### config.mk
export PLATFORM = sky130hd
export DESIGN_NAME = pads_top
export DESIGN_NICKNAME = d
export VERILOG_FILES = /design/src/rtl/pads_pkg.sv /design/src/rtl/pads_top.sv /design/src/rtl/pads_store.sv /design/src/rtl/pads_timer.sv
export SDC_FILE = /design/constraint.sdc
export NUM_CORES = 2
export LEC_CHECK = 0
export BUFFER_PORTS_ARGS = -buffer_cell sky130_fd_sc_hd__buf_2
export CAP_MARGIN = 20
export CORE_ASPECT_RATIO = 1.75
export CORE_MARGIN = 3
export CORE_UTILIZATION = 40
export DETAILED_ROUTE_END_ITERATION = 7
export PLACE_DENSITY_LB_ADDON = 0.3
export SETUP_SLACK_MARGIN = 0.05
export SKIP_LAST_GASP = 1
export SLEW_MARGIN = 20
export SYNTH_ARGS = -nofsm -noshare
export SYNTH_HDL_FRONTEND = slang
export SYNTH_SLANG_ARGS = --single-unit
### constraint.sdc
create_clock -name ref_clk_in -period 3.95 [get_ports ref_clk_in]
set_clock_uncertainty 0.2 [all_clocks]
set_input_delay 0.79 -clock ref_clk_in [delete_from_list [all_inputs] [get_ports ref_clk_in]]
set_output_delay 0.79 -clock ref_clk_in [all_outputs]
set_load 0.005 [all_outputs]
### src/rtl/pads_pkg.sv
package pads_pkg;

	// Register offsets on the plain register port
	localparam logic [7:0] REG_CTRL = 8'h00;
	localparam logic [7:0] REG_DATA = 8'h04;
	localparam logic [7:0] REG_STATUS = 8'h08;

	// Control codes written to the control register
	localparam logic [7:0] CMD_HANGUP = 8'h00;
	localparam logic [7:0] CMD_CONNECT = 8'h01;
	localparam logic [7:0] CMD_ENABLE = 8'h02;

	// Characters the dialer recognises
	localparam logic [7:0] CH_FAST = 8'h3E;
	localparam logic [7:0] CH_DELAY = 8'h40;
	localparam logic [7:0] CH_ZERO = 8'h30;
	localparam logic [7:0] CH_NINE = 8'h39;
	localparam logic [3:0] ZERO_PULSES = 4'hA;

	// Line state codes
	localparam logic [1:0] LS_IDLE = 2'h0;
	localparam logic [1:0] LS_TRYING = 2'h1;
	localparam logic [1:0] LS_DIALING = 2'h2;
	localparam logic [1:0] LS_CONNECTED = 2'h3;

	// Status register fields
	localparam int ST_STATE_LSB = 0;
	localparam int ST_EN_BIT = 2;
	localparam int ST_FAST_BIT = 3;
	localparam int ST_BUSY_BIT = 4;
	localparam int ST_CNT_LSB = 16;

	// Store size and clocking
	localparam int STR_MAX = 500;
	localparam int CNT_W = 9;
	localparam int CLK_NS = 20;
	localparam int TICK_US = 500;
	localparam int TICK_CYC = TICK_US * 1000 / CLK_NS;
	localparam int TW = 12;

	// Dialing times in microseconds
	localparam int SLOW_PULSE_US = 60000;
	localparam int SLOW_GAP_US = 40000;
	localparam int SLOW_DIG_US = 700000;
	localparam int FAST_PULSE_US = 32500;
	localparam int FAST_GAP_US = 17500;
	localparam int FAST_DIG_US = 300000;
	localparam int DELAY_US = 1000000;
	localparam int BREAK_US = 2000000;
	localparam int SETTLE_US = 500000;

	// Same times in timer ticks
	localparam logic [TW-1:0] SLOW_PULSE_T = TW'(SLOW_PULSE_US / TICK_US);
	localparam logic [TW-1:0] SLOW_GAP_T = TW'(SLOW_GAP_US / TICK_US);
	localparam logic [TW-1:0] SLOW_DIG_T = TW'(SLOW_DIG_US / TICK_US);
	localparam logic [TW-1:0] FAST_PULSE_T = TW'(FAST_PULSE_US / TICK_US);
	localparam logic [TW-1:0] FAST_GAP_T = TW'(FAST_GAP_US / TICK_US);
	localparam logic [TW-1:0] FAST_DIG_T = TW'(FAST_DIG_US / TICK_US);
	localparam logic [TW-1:0] DELAY_T = TW'(DELAY_US / TICK_US);
	localparam logic [TW-1:0] BREAK_T = TW'(BREAK_US / TICK_US);
	localparam logic [TW-1:0] SETTLE_T = TW'(SETTLE_US / TICK_US);
	localparam logic [TW-1:0] TRY_T = 12'h001;

	// Sequencer states, Gray steps from idle to the first pulse and between pulse and gap
	typedef enum logic [3:0] {
		S_IDLE = 4'h0,
		S_BREAK = 4'h1,
		S_SETTLE = 4'h3,
		S_FETCH = 4'h2,
		S_DECODE = 4'h6,
		S_PULSE = 4'h7,
		S_GAP = 4'h5,
		S_DGAP = 4'h4,
		S_PAUSE = 4'hC,
		S_TRY = 4'hD,
		S_CONN = 4'hF
	} pads_state_t;

endpackage

### src/rtl/pads_top.sv
`timescale 1ns/10ps
module pads_top #(
	parameter int TICK_CYC = pads_pkg::TICK_CYC,
	parameter int STR_MAX = pads_pkg::STR_MAX
) (
	// Clock and reset
	input wire logic ref_clk_in,
	input wire logic rst_in,
	// Register port
	input wire logic [7:0] addr_in,
	input wire logic [31:0] wr_data_in,
	input wire logic wr_in,
	input wire logic rd_in,
	output logic [31:0] rd_data_out,
	// Line side
	output logic off_hook_out,
	output logic [1:0] line_state_out
);
	pads_pkg::pads_state_t state_r;
	pads_pkg::pads_state_t state_nxt;
	logic enabled_r;
	logic fast_r;
	logic first_r;
	logic gap_pend_r;
	logic [3:0] pulses_r;
	logic tm_load_r;
	logic [pads_pkg::TW-1:0] tm_ticks_r;
	logic off_hook_r;
	logic [1:0] line_state_r;
	logic [31:0] rd_data_r;
	logic tm_done;
	logic [7:0] st_ch;
	logic st_empty;
	logic [pads_pkg::CNT_W-1:0] st_cnt;
	logic st_clr;
	logic st_wr;
	logic st_adv;
	logic wr_ctrl;
	logic wr_str;
	logic busy;
	logic go;
	logic hang;
	logic [7:0] cmd;

	// Digit test
	function automatic logic is_digit(input logic [7:0] ch);
		return (ch >= pads_pkg::CH_ZERO) && (ch <= pads_pkg::CH_NINE);
	endfunction

	// Pulses for one digit
	function automatic logic [3:0] digit_pulses(input logic [7:0] ch);
		return (ch == pads_pkg::CH_ZERO) ? pads_pkg::ZERO_PULSES : ch[3:0];
	endfunction

	// Timer span on entry to a state
	function automatic logic [pads_pkg::TW-1:0] state_ticks(
		input pads_pkg::pads_state_t s, input logic f);
		case (s)
			pads_pkg::S_BREAK: return pads_pkg::BREAK_T;
			pads_pkg::S_SETTLE: return pads_pkg::SETTLE_T;
			pads_pkg::S_PULSE: return f ? pads_pkg::FAST_PULSE_T : pads_pkg::SLOW_PULSE_T;
			pads_pkg::S_GAP: return f ? pads_pkg::FAST_GAP_T : pads_pkg::SLOW_GAP_T;
			pads_pkg::S_DGAP: return f ? pads_pkg::FAST_DIG_T : pads_pkg::SLOW_DIG_T;
			pads_pkg::S_PAUSE: return pads_pkg::DELAY_T;
			pads_pkg::S_TRY: return pads_pkg::TRY_T;
			default: return '0;
		endcase
	endfunction

	// Line state code for a state
	function automatic logic [1:0] state_code(input pads_pkg::pads_state_t s);
		case (s)
			pads_pkg::S_IDLE: return pads_pkg::LS_IDLE;
			pads_pkg::S_TRY: return pads_pkg::LS_TRYING;
			pads_pkg::S_CONN: return pads_pkg::LS_CONNECTED;
			default: return pads_pkg::LS_DIALING;
		endcase
	endfunction

	// Register write decode
	always_comb begin
		wr_ctrl = 1'b0;
		wr_str = 1'b0;
		if (wr_in && addr_in == pads_pkg::REG_CTRL) begin
			wr_ctrl = 1'b1;
		end else if (wr_in && addr_in == pads_pkg::REG_DATA) begin
			wr_str = 1'b1;
		end
	end

	// Command qualifiers
	assign cmd = wr_data_in[7:0];
	assign busy = (state_r != pads_pkg::S_IDLE) && (state_r != pads_pkg::S_CONN);
	assign go = wr_ctrl && cmd == pads_pkg::CMD_CONNECT && !busy;
	assign hang = wr_ctrl && cmd == pads_pkg::CMD_HANGUP;
	assign st_clr = wr_ctrl && cmd == pads_pkg::CMD_ENABLE && !busy;
	assign st_wr = wr_str && enabled_r && !busy;
	assign st_adv = (state_r == pads_pkg::S_DECODE);

	// Number string store
	pads_store #(
		.DEPTH(STR_MAX),
		.W(8),
		.CW(pads_pkg::CNT_W)
	) u_store (
		.ref_clk_in(ref_clk_in),
		.rst_in(rst_in),
		.clr_in(st_clr),
		.wr_in(st_wr),
		.wr_data_in(wr_data_in[7:0]),
		.adv_in(st_adv),
		.rd_data_out(st_ch),
		.empty_out(st_empty),
		.count_out(st_cnt)
	);

	// Dial timer
	pads_timer #(
		.TICK_CYC(TICK_CYC),
		.TW(pads_pkg::TW)
	) u_timer (
		.ref_clk_in(ref_clk_in),
		.rst_in(rst_in),
		.load_in(tm_load_r),
		.ticks_in(tm_ticks_r),
		.done_out(tm_done)
	);

	// Sequencer next state
	always_comb begin
		state_nxt = state_r;
		case (state_r)
			pads_pkg::S_IDLE, pads_pkg::S_CONN: begin
				if (go) begin
					state_nxt = enabled_r ? pads_pkg::S_BREAK : pads_pkg::S_TRY;
				end
			end
			pads_pkg::S_BREAK: begin
				if (tm_done) begin
					state_nxt = pads_pkg::S_SETTLE;
				end
			end
			pads_pkg::S_SETTLE: begin
				if (tm_done) begin
					state_nxt = pads_pkg::S_FETCH;
				end
			end
			pads_pkg::S_FETCH: begin
				state_nxt = st_empty ? pads_pkg::S_TRY : pads_pkg::S_DECODE;
			end
			pads_pkg::S_DECODE: begin
				if (is_digit(st_ch)) begin
					state_nxt = gap_pend_r ? pads_pkg::S_DGAP : pads_pkg::S_PULSE;
				end else if (st_ch == pads_pkg::CH_DELAY) begin
					state_nxt = pads_pkg::S_PAUSE;
				end else begin
					state_nxt = pads_pkg::S_FETCH;
				end
			end
			pads_pkg::S_DGAP: begin
				if (tm_done) begin
					state_nxt = pads_pkg::S_PULSE;
				end
			end
			pads_pkg::S_PULSE: begin
				if (tm_done) begin
					state_nxt = (pulses_r > 4'h1) ? pads_pkg::S_GAP : pads_pkg::S_FETCH;
				end
			end
			pads_pkg::S_GAP: begin
				if (tm_done) begin
					state_nxt = pads_pkg::S_PULSE;
				end
			end
			pads_pkg::S_PAUSE: begin
				if (tm_done) begin
					state_nxt = pads_pkg::S_FETCH;
				end
			end
			pads_pkg::S_TRY: begin
				if (tm_done) begin
					state_nxt = pads_pkg::S_CONN;
				end
			end
			default: begin
				state_nxt = pads_pkg::S_IDLE;
			end
		endcase
		if (hang) begin
			state_nxt = pads_pkg::S_IDLE;
		end
	end

	// State register
	always_ff @(posedge ref_clk_in) begin
		if (rst_in) begin
			state_r <= pads_pkg::S_IDLE;
		end else begin
			state_r <= state_nxt;
		end
	end

	// Timer load on every entry to a timed state
	always_ff @(posedge ref_clk_in) begin
		if (rst_in) begin
			tm_load_r <= 1'b0;
			tm_ticks_r <= '0;
		end else begin
			tm_load_r <= (state_nxt != state_r) && (state_ticks(state_nxt, fast_r) != '0);
			tm_ticks_r <= state_ticks(state_nxt, fast_r);
		end
	end

	// Dialer enable, cleared only by reset or hang up
	always_ff @(posedge ref_clk_in) begin
		if (rst_in || hang) begin
			enabled_r <= 1'b0;
		end else if (st_clr) begin
			enabled_r <= 1'b1;
		end
	end

	// Rate select from the first string position
	always_ff @(posedge ref_clk_in) begin
		if (rst_in || (go && enabled_r)) begin
			fast_r <= 1'b0;
			first_r <= 1'b1;
		end else if (state_r == pads_pkg::S_DECODE) begin
			first_r <= 1'b0;
			if (first_r && st_ch == pads_pkg::CH_FAST) begin
				fast_r <= 1'b1;
			end
		end
	end

	// Pulse count for the current digit
	always_ff @(posedge ref_clk_in) begin
		if (rst_in) begin
			pulses_r <= '0;
		end else if (state_r == pads_pkg::S_DECODE && is_digit(st_ch)) begin
			pulses_r <= digit_pulses(st_ch);
		end else if (state_r == pads_pkg::S_PULSE && tm_done) begin
			pulses_r <= pulses_r - 4'h1;
		end
	end

	// Digit gap owed after a digit's last pulse
	always_ff @(posedge ref_clk_in) begin
		if (rst_in || go || state_r == pads_pkg::S_DGAP) begin
			gap_pend_r <= 1'b0;
		end else if (state_r == pads_pkg::S_PULSE && tm_done && pulses_r == 4'h1) begin
			gap_pend_r <= 1'b1;
		end
	end

	// Hook: on-hook when idle, breaking or pulsing
	always_ff @(posedge ref_clk_in) begin
		if (rst_in) begin
			off_hook_r <= 1'b0;
		end else begin
			off_hook_r <= !(state_nxt == pads_pkg::S_IDLE || state_nxt == pads_pkg::S_BREAK
				|| state_nxt == pads_pkg::S_PULSE);
		end
	end

	// Line state code
	always_ff @(posedge ref_clk_in) begin
		if (rst_in) begin
			line_state_r <= pads_pkg::LS_IDLE;
		end else begin
			line_state_r <= state_code(state_nxt);
		end
	end

	// Read data, valid only the cycle after the strobe
	always_ff @(posedge ref_clk_in) begin
		if (rst_in || !rd_in) begin
			rd_data_r <= '0;
		end else if (addr_in == pads_pkg::REG_CTRL) begin
			rd_data_r <= {30'h0, line_state_r};
		end else if (addr_in == pads_pkg::REG_STATUS) begin
			rd_data_r <= '0;
			rd_data_r[pads_pkg::ST_STATE_LSB +: 2] <= line_state_r;
			rd_data_r[pads_pkg::ST_EN_BIT] <= enabled_r;
			rd_data_r[pads_pkg::ST_FAST_BIT] <= fast_r;
			rd_data_r[pads_pkg::ST_BUSY_BIT] <= busy;
			rd_data_r[pads_pkg::ST_CNT_LSB +: pads_pkg::CNT_W] <= st_cnt;
		end else begin
			rd_data_r <= '0;
		end
	end

	// Outputs
	assign rd_data_out = rd_data_r;
	assign off_hook_out = off_hook_r;
	assign line_state_out = line_state_r;
endmodule // pads_top

### src/rtl/pads_store.sv
`timescale 1ns/10ps
module pads_store #(
	parameter int DEPTH = 500,
	parameter int W = 8,
	parameter int CW = 9
) (
	// Clock and reset
	input wire logic ref_clk_in,
	input wire logic rst_in,
	// Fill side
	input wire logic clr_in,
	input wire logic wr_in,
	input wire logic [W-1:0] wr_data_in,
	// Drain side
	input wire logic adv_in,
	output logic [W-1:0] rd_data_out,
	output logic empty_out,
	output logic [CW-1:0] count_out
);
	logic [W-1:0] mem [DEPTH];
	logic [CW-1:0] wr_ptr_r;
	logic [CW-1:0] rd_ptr_r;

	// Character array, writes past the end are dropped
	always_ff @(posedge ref_clk_in) begin
		if (wr_in && !clr_in && wr_ptr_r < CW'(DEPTH)) begin
			mem[wr_ptr_r] <= wr_data_in;
		end
	end

	// Write pointer
	always_ff @(posedge ref_clk_in) begin
		if (rst_in || clr_in) begin
			wr_ptr_r <= '0;
		end else if (wr_in && wr_ptr_r < CW'(DEPTH)) begin
			wr_ptr_r <= wr_ptr_r + 1'b1;
		end
	end

	// Read pointer, strictly in arrival order
	always_ff @(posedge ref_clk_in) begin
		if (rst_in || clr_in) begin
			rd_ptr_r <= '0;
		end else if (adv_in && rd_ptr_r != wr_ptr_r) begin
			rd_ptr_r <= rd_ptr_r + 1'b1;
		end
	end

	// Current character and fill state
	assign empty_out = (rd_ptr_r == wr_ptr_r);
	assign rd_data_out = empty_out ? '0 : mem[rd_ptr_r];
	assign count_out = wr_ptr_r;

endmodule // pads_store

### src/rtl/pads_timer.sv
`timescale 1ns/10ps
module pads_timer #(
	parameter int TICK_CYC = 25000,
	parameter int TW = 12
) (
	// Clock and reset
	input wire logic ref_clk_in,
	input wire logic rst_in,
	// Load and done
	input wire logic load_in,
	input wire logic [TW-1:0] ticks_in,
	output logic done_out
);
	localparam int DW = $clog2(TICK_CYC);
	logic [DW-1:0] div_r;
	logic [TW-1:0] cnt_r;

	// Tick divider, restarted on every load for exact spans
	always_ff @(posedge ref_clk_in) begin
		if (rst_in || load_in || div_r == '0) begin
			div_r <= DW'(TICK_CYC - 1);
		end else begin
			div_r <= div_r - 1'b1;
		end
	end

	// Tick down counter
	always_ff @(posedge ref_clk_in) begin
		if (rst_in) begin
			cnt_r <= '0;
		end else if (load_in) begin
			cnt_r <= ticks_in;
		end else if (div_r == '0 && cnt_r != '0) begin
			cnt_r <= cnt_r - 1'b1;
		end
	end

	// Done never shows in the load cycle
	assign done_out = (cnt_r == '0) && !load_in;

endmodule // pads_timer

Yosys cells after proc, flatten, opt, wreduce, memory -nomap -nowiden
Memory sizes are Yosys's and may differ from the RTL's. A register that Yosys moved wholly into a read port is not among the register bits.
Cells that the tools add are included.

storage, ports and cells
  bits in registers = 87
  RAM bits = 4000
  bits of input ports = 44
  output and inout port bits = 35
  word-level logic and storage cells = 146
  memories = 1

memory list
  memory       words  bits a word  rd ports  clocked after memory_dff  wr ports  line              RTL
  u_store.mem  500    8            1         1                         1         pads_store.sv:20  logic [W-1:0] mem [DEPTH];

cells by class
  add/subtract/negate cells = 5
  order comparisons = 4
  equality and inequality tests = 30
  muxes and demuxes = 35
  bitwise logic cells = 1
  reduce and logical (&&, ||, !) cells = 54

operators by type and width
  operator                                                              count
  12-bit one-hot mux with 7 select lines                                1
  4-bit two-way mux                                                     14
  12-bit two-way mux                                                    3
  4-bit one-hot mux with 8 select lines                                 1
  4-bit by 3-bit == test with 1-bit output, second input constant       7
  4-bit == test, second input constant                                  6
  12-bit nonzero test                                                   2
  1-bit logical AND                                                     23
  9-bit by 1-bit adder with 9-bit output, second input constant         2
  9-bit two-way mux                                                     2
  8-bit by 6-bit == test with 1-bit output, second input constant       2
  8-bit zero test                                                       2
  15-bit zero test                                                      1
  15-bit by 1-bit subtractor with 15-bit output, second input constant  1
  4-bit by 1-bit == test with 1-bit output, second input constant       3
  4-bit by 2-bit == test with 1-bit output, second input constant       3
  12-bit zero test                                                      1
  12-bit by 1-bit subtractor with 12-bit output, second input constant  1
  11-bit two-way mux                                                    1
  1-bit logical OR                                                      10
  9-bit == test                                                         1
  9-bit < comparator, second input constant                             1
  9-bit != test                                                         1
  8-bit by 1-bit == test with 1-bit output, second input constant       1
  other kinds (25)                                                      39

Longest topological paths before layout
  word-level depth = 13
  mapped depth = 21

By module
From an unflattened synthesis, not the netlist that was laid out.

second synthesis, totals
  cells, all modules = 7911
  area, all modules = 160825.5 um2

modules (own cells, without submodules)
  module      times used  cells an instance  area each (um2)
  pads_store  1           7470               156989.3
  pads_top    1           264                2327.2
  pads_timer  1           177                1508.9

Worst setup path after synthesis
Ideal clock, no wire load.

  path type = flip-flop to flip-flop
  from = reg with a tool-made name
  to = reg tm_ticks_r[9] (netlist bit)
  library setup time = 0.073 ns
  data arrival time = 3.936 ns
  path slack = -0.259 ns
  stages on the path, launching flop included = 17
  buffers on the path = 5
  clock period less this slack = 4.209 ns
  path through = dfxtp_1 buf_6 buf_6 buf_6 buf_6 buf_4 mux4_2 mux4_2 nand2_1 o311ai_1 a32oi_1 o41ai_2 a2111o_1 o31a_1 or2_1 mux2_4 o22ai_2

RTL lines
  item                    line             RTL
  end signal: assignment  pads_top.sv:210  tm_ticks_r <= state_ticks(state_nxt, fast_r);
  end: declaration        pads_top.sv:27   logic [pads_pkg::TW-1:0] tm_ticks_r;

==> run summary <==
Net count, final - 10159
Post-synthesis mux area share - 0.149
Clock Latency Late Sink - 0.96 ns
Core footprint - 0.400 mm^2
Yosys warnings - 0
Setup ws final - -1.52 ns
Vias in the first global route - 94207
Crit-path max cell delay - 0.66 ns
CTS Buf Count - 356
Most Used Layer, Global Route - met2
Combinational fraction of design power - 0.027
Port Buf Inserts - 36
VDD IR max - 380 uV
Drt first pass iters - 6
Max Cap Viol - 0
Hold WC Path Type - in2reg
Ys async rst share - 0
Post-Syn Instances - 8115
DR DRC count - 0
Rows - 307
Post-synthesis compound-gate area fraction - 0.0325
Most frequent cells in the layout - 4000 x edfxtp_1, 1791 x buf_4, 825 x mux4_2
Failing checks - setup timing
Initial Util - 0.403
Crit-path max FO - 14
Top_reg_cell synth - edfxtp_1
CTS Sinks - 4095
Wirelength per Cell - 36.4 um
Met1 global-route usage - 0.295
Met2 Usage GRT - 0.465
Largest family of logic cells by synthesized area - multiplexers
Setup-failing EPs final - 24
Sw Pwr - 17.8 mW
GRT Residual Overflow - 0
Startpoint Class - flop
Register bit total from synthesis - 4095
Post-synth top area cell - edfxtp_1
CTS tree - done
WL final - 570 mm
Root Buffer - clkbuf_16
Total power - 86.0 mW
Sw frac - 0.207
Die span in x - 486 um
Minimum clock period - 5.47 ns
Crit-path cells - buf_16 > buf_12 > mux2i_2 > a22oi_1 > and3_1 > a221oi_2 > nand4_1 > buf_6 > o311ai_4 > buf_6 > o311ai_4 > or4b_4 > buf_6 > o221a_4 > nor2_4 > buf_4 > a22oi_2 > a311oi_2
Initial antenna violation count - 40
M3 GR Usage - 0.0450
Leak Pwr - 63.9 nW
Top cell type's share of synthesized area - 0.746
RSZ-0062 raised after global routing - true
Final ANT Viol Nets - 0
Post-synthesis adder-cell area fraction - 0.000700
Syn Area/Cell - 19.8 um^2
Detailed placement HPWL - 400 mm
Most common cell after layout, fill and taps aside - edfxtp_1
Reg2Reg Setup Slack - -1.52 ns
Post-synth EDFFs - 4000
Fin. Hold Viols - 0
Clk buf depth - 4
Drt first-iter violations - 11750
WP data required - 4.63 ns
Sequential power share - 0.555
Max Slew Vio Count - 0
Run status - complete, but fails checks
Clock transition at the registers of the reported paths - 0.07 ns
Pwr dens - 437 mW/mm^2
Die height - 845 um
Die area - 0.410 mm^2
Worst slew pin tran - 1.39 ns
Crit path top cell by count - buf_6
I/O pin count - 79
Sequential area share after synthesis - 0.758
First-pass GRT wire length - 777 mm
CP top delay family - simple AND/OR/NAND/NOR gates
Peak Freq - 183 MHz
Clk pwr share - 0.418
Area fraction in and, or, nand and nor cells after synthesis - 0.0377
CP Capture Type - flop
Final Wtd Congestion - 0.989
Distinct cells, synth - 109
Ratio of cells with drive above 1 in the final layout - 0.359
Final core occ - 0.492
Synthesized area - 0.161 mm^2
H-Tree Depth - 5
Period utilisation layout - 1.39
Int Pwr - 68.2 mW
Largest net degree at the start of global routing - 200
Vias - 92481
Top cells by area, synth - edfxtp_1 75%, mux4_2 12%, mux2i_1 2.8%
XOR/XNOR Fraction of Synth Area - 0.00229
CP max stage cell - or4b_4
Crit path arrival time - 6.15 ns
Critical path class - reg2reg
Slew headroom - 0.0751
Final hold slack - 0.0476 ns
Layout area overhead - 22.3%
Buf/Inv on CP - 6
Vias per cell - 5.90
Gr usage total - 0.274
routing by layer:
| layer | up-vias | wire length, um | share of wire |
|---|---|---|---|
| li1 | 37264 | - | - |
| met1 | 48492 | 182000 | 0.32 |
| met2 | 5132 | 283000 | 0.50 |
| met3 | 1577 | 42000 | 0.074 |
| met4 | 16 | 63400 | 0.11 |
| met5 | - | 93 | 0.00016 |
cell families after synthesis:
group,count (synthesis)
DFF,4095
other,1
xor gates and xnor gates,42
and+or+nand+nor,1366
muxes,1329
adders and majority gates,9
AOI/OAI and AO/OA,743
buffers and inverters,530
power by group through the flow:
stage          combinational (mW)  clock [mW]  sequential (mW)
6_report                     2.31        36.0             47.7
5_1_grt                      2.46        37.9             47.7
4_1_cts                      2.22        36.3             47.7
3_5_place_dp                 2.04           0             48.7
3_3_place_gp                 2.01           0             48.7
2_1_floorplan               0.674           0             48.7
state kept, by name, summed over array words and instances (netlist names), named ones only:
register and cells:
u_store.rd_ptr_r 9, line_state_out 2, u_timer.div_r 15, u_store.mem 4000, u_timer.cnt_r 12, off_hook_out 1
state_r 4, tm_load_r 1, tm_ticks_r 11, u_store.count_out 9, gap_pend_r 1, fast_r 1
pulses_r 4, first_r 1, enabled_r 1, rd_data_out 14
tightest hold or removal path: cells and delay by family:
family,cells,cell delay (ns)
and+or+nand+nor,2,0.26
buffers and inverters,1,0.10
Yosys cell counts (14+ instances only):
cell	instances
a2111oi_0	14
a211oi_1	43
a21oi_1	121
a221oi_1	27
a22oi_1	164
a31oi_1	33
and2_1	30
and3_1	20
buf_1	26
buf_2	125
buf_4	87
buf_6	68
clkbuf_1	173
dfxtp_1	95
edfxtp_1	4000
inv_1	24
mux2_2	38
mux2i_1	450
mux4_1	17
mux4_2	823
nand2_1	323
nand2b_1	24
nand3_1	84
nand4_1	30
nor2_1	634
nor2b_1	37
nor3_1	73
nor4_1	26
o211ai_1	17
o21ai_0	60
o221ai_1	22
o22ai_1	100
or3_1	18
xnor2_1	26
xor2_1	16
path summary, 6_finish.rpt:
path                    start               end  cells after the start
max reg2reg              flop         tm_load_r                     18
max                      flop         tm_load_r                     18
min                     rd_in    rd_data_out[1]                      3
min reg2reg  u_timer.div_r[0]  u_timer.div_r[0]                      1
cell type report:
type | instances | area (um^2)
antenna | 27 | 67.6
inverter | 28 | 121
multi-input combinational | 3507 | 37000
fill | 32333 | 203000
timing repair buffer | 2118 | 19300
tap | 5253 | 6570
sequential | 4095 | 122000
clock inverter | 225 | 2390
clock buffer | 417 | 9330
through the flow:
step	instances	cell area (um^2)	setup WS, ns	setup TNS [ns]
6_report	15670	197000	-1.52	-31.29
3_3_place_gp	14900	183000	-2.82	-333.78
2_1_floorplan	8132	161000	-0.192	-1.33
5_1_grt	15648	197000	-1.50	-30.55
4_1_cts	15630	196000	-1.30	-25.18
3_5_place_dp	14902	183000	-2.09	-354.42
what timing repair did:
action,in CTS,in global routing
gates resized for setup,208,48
pin swaps,30,28
hold endpoints to repair,3,0
setup endpoints to repair,24,24
buffers inserted,81,12
hold buffers,1,0
gates cloned,8,1
No activity file was read; power rests on OpenSTA's default activity.
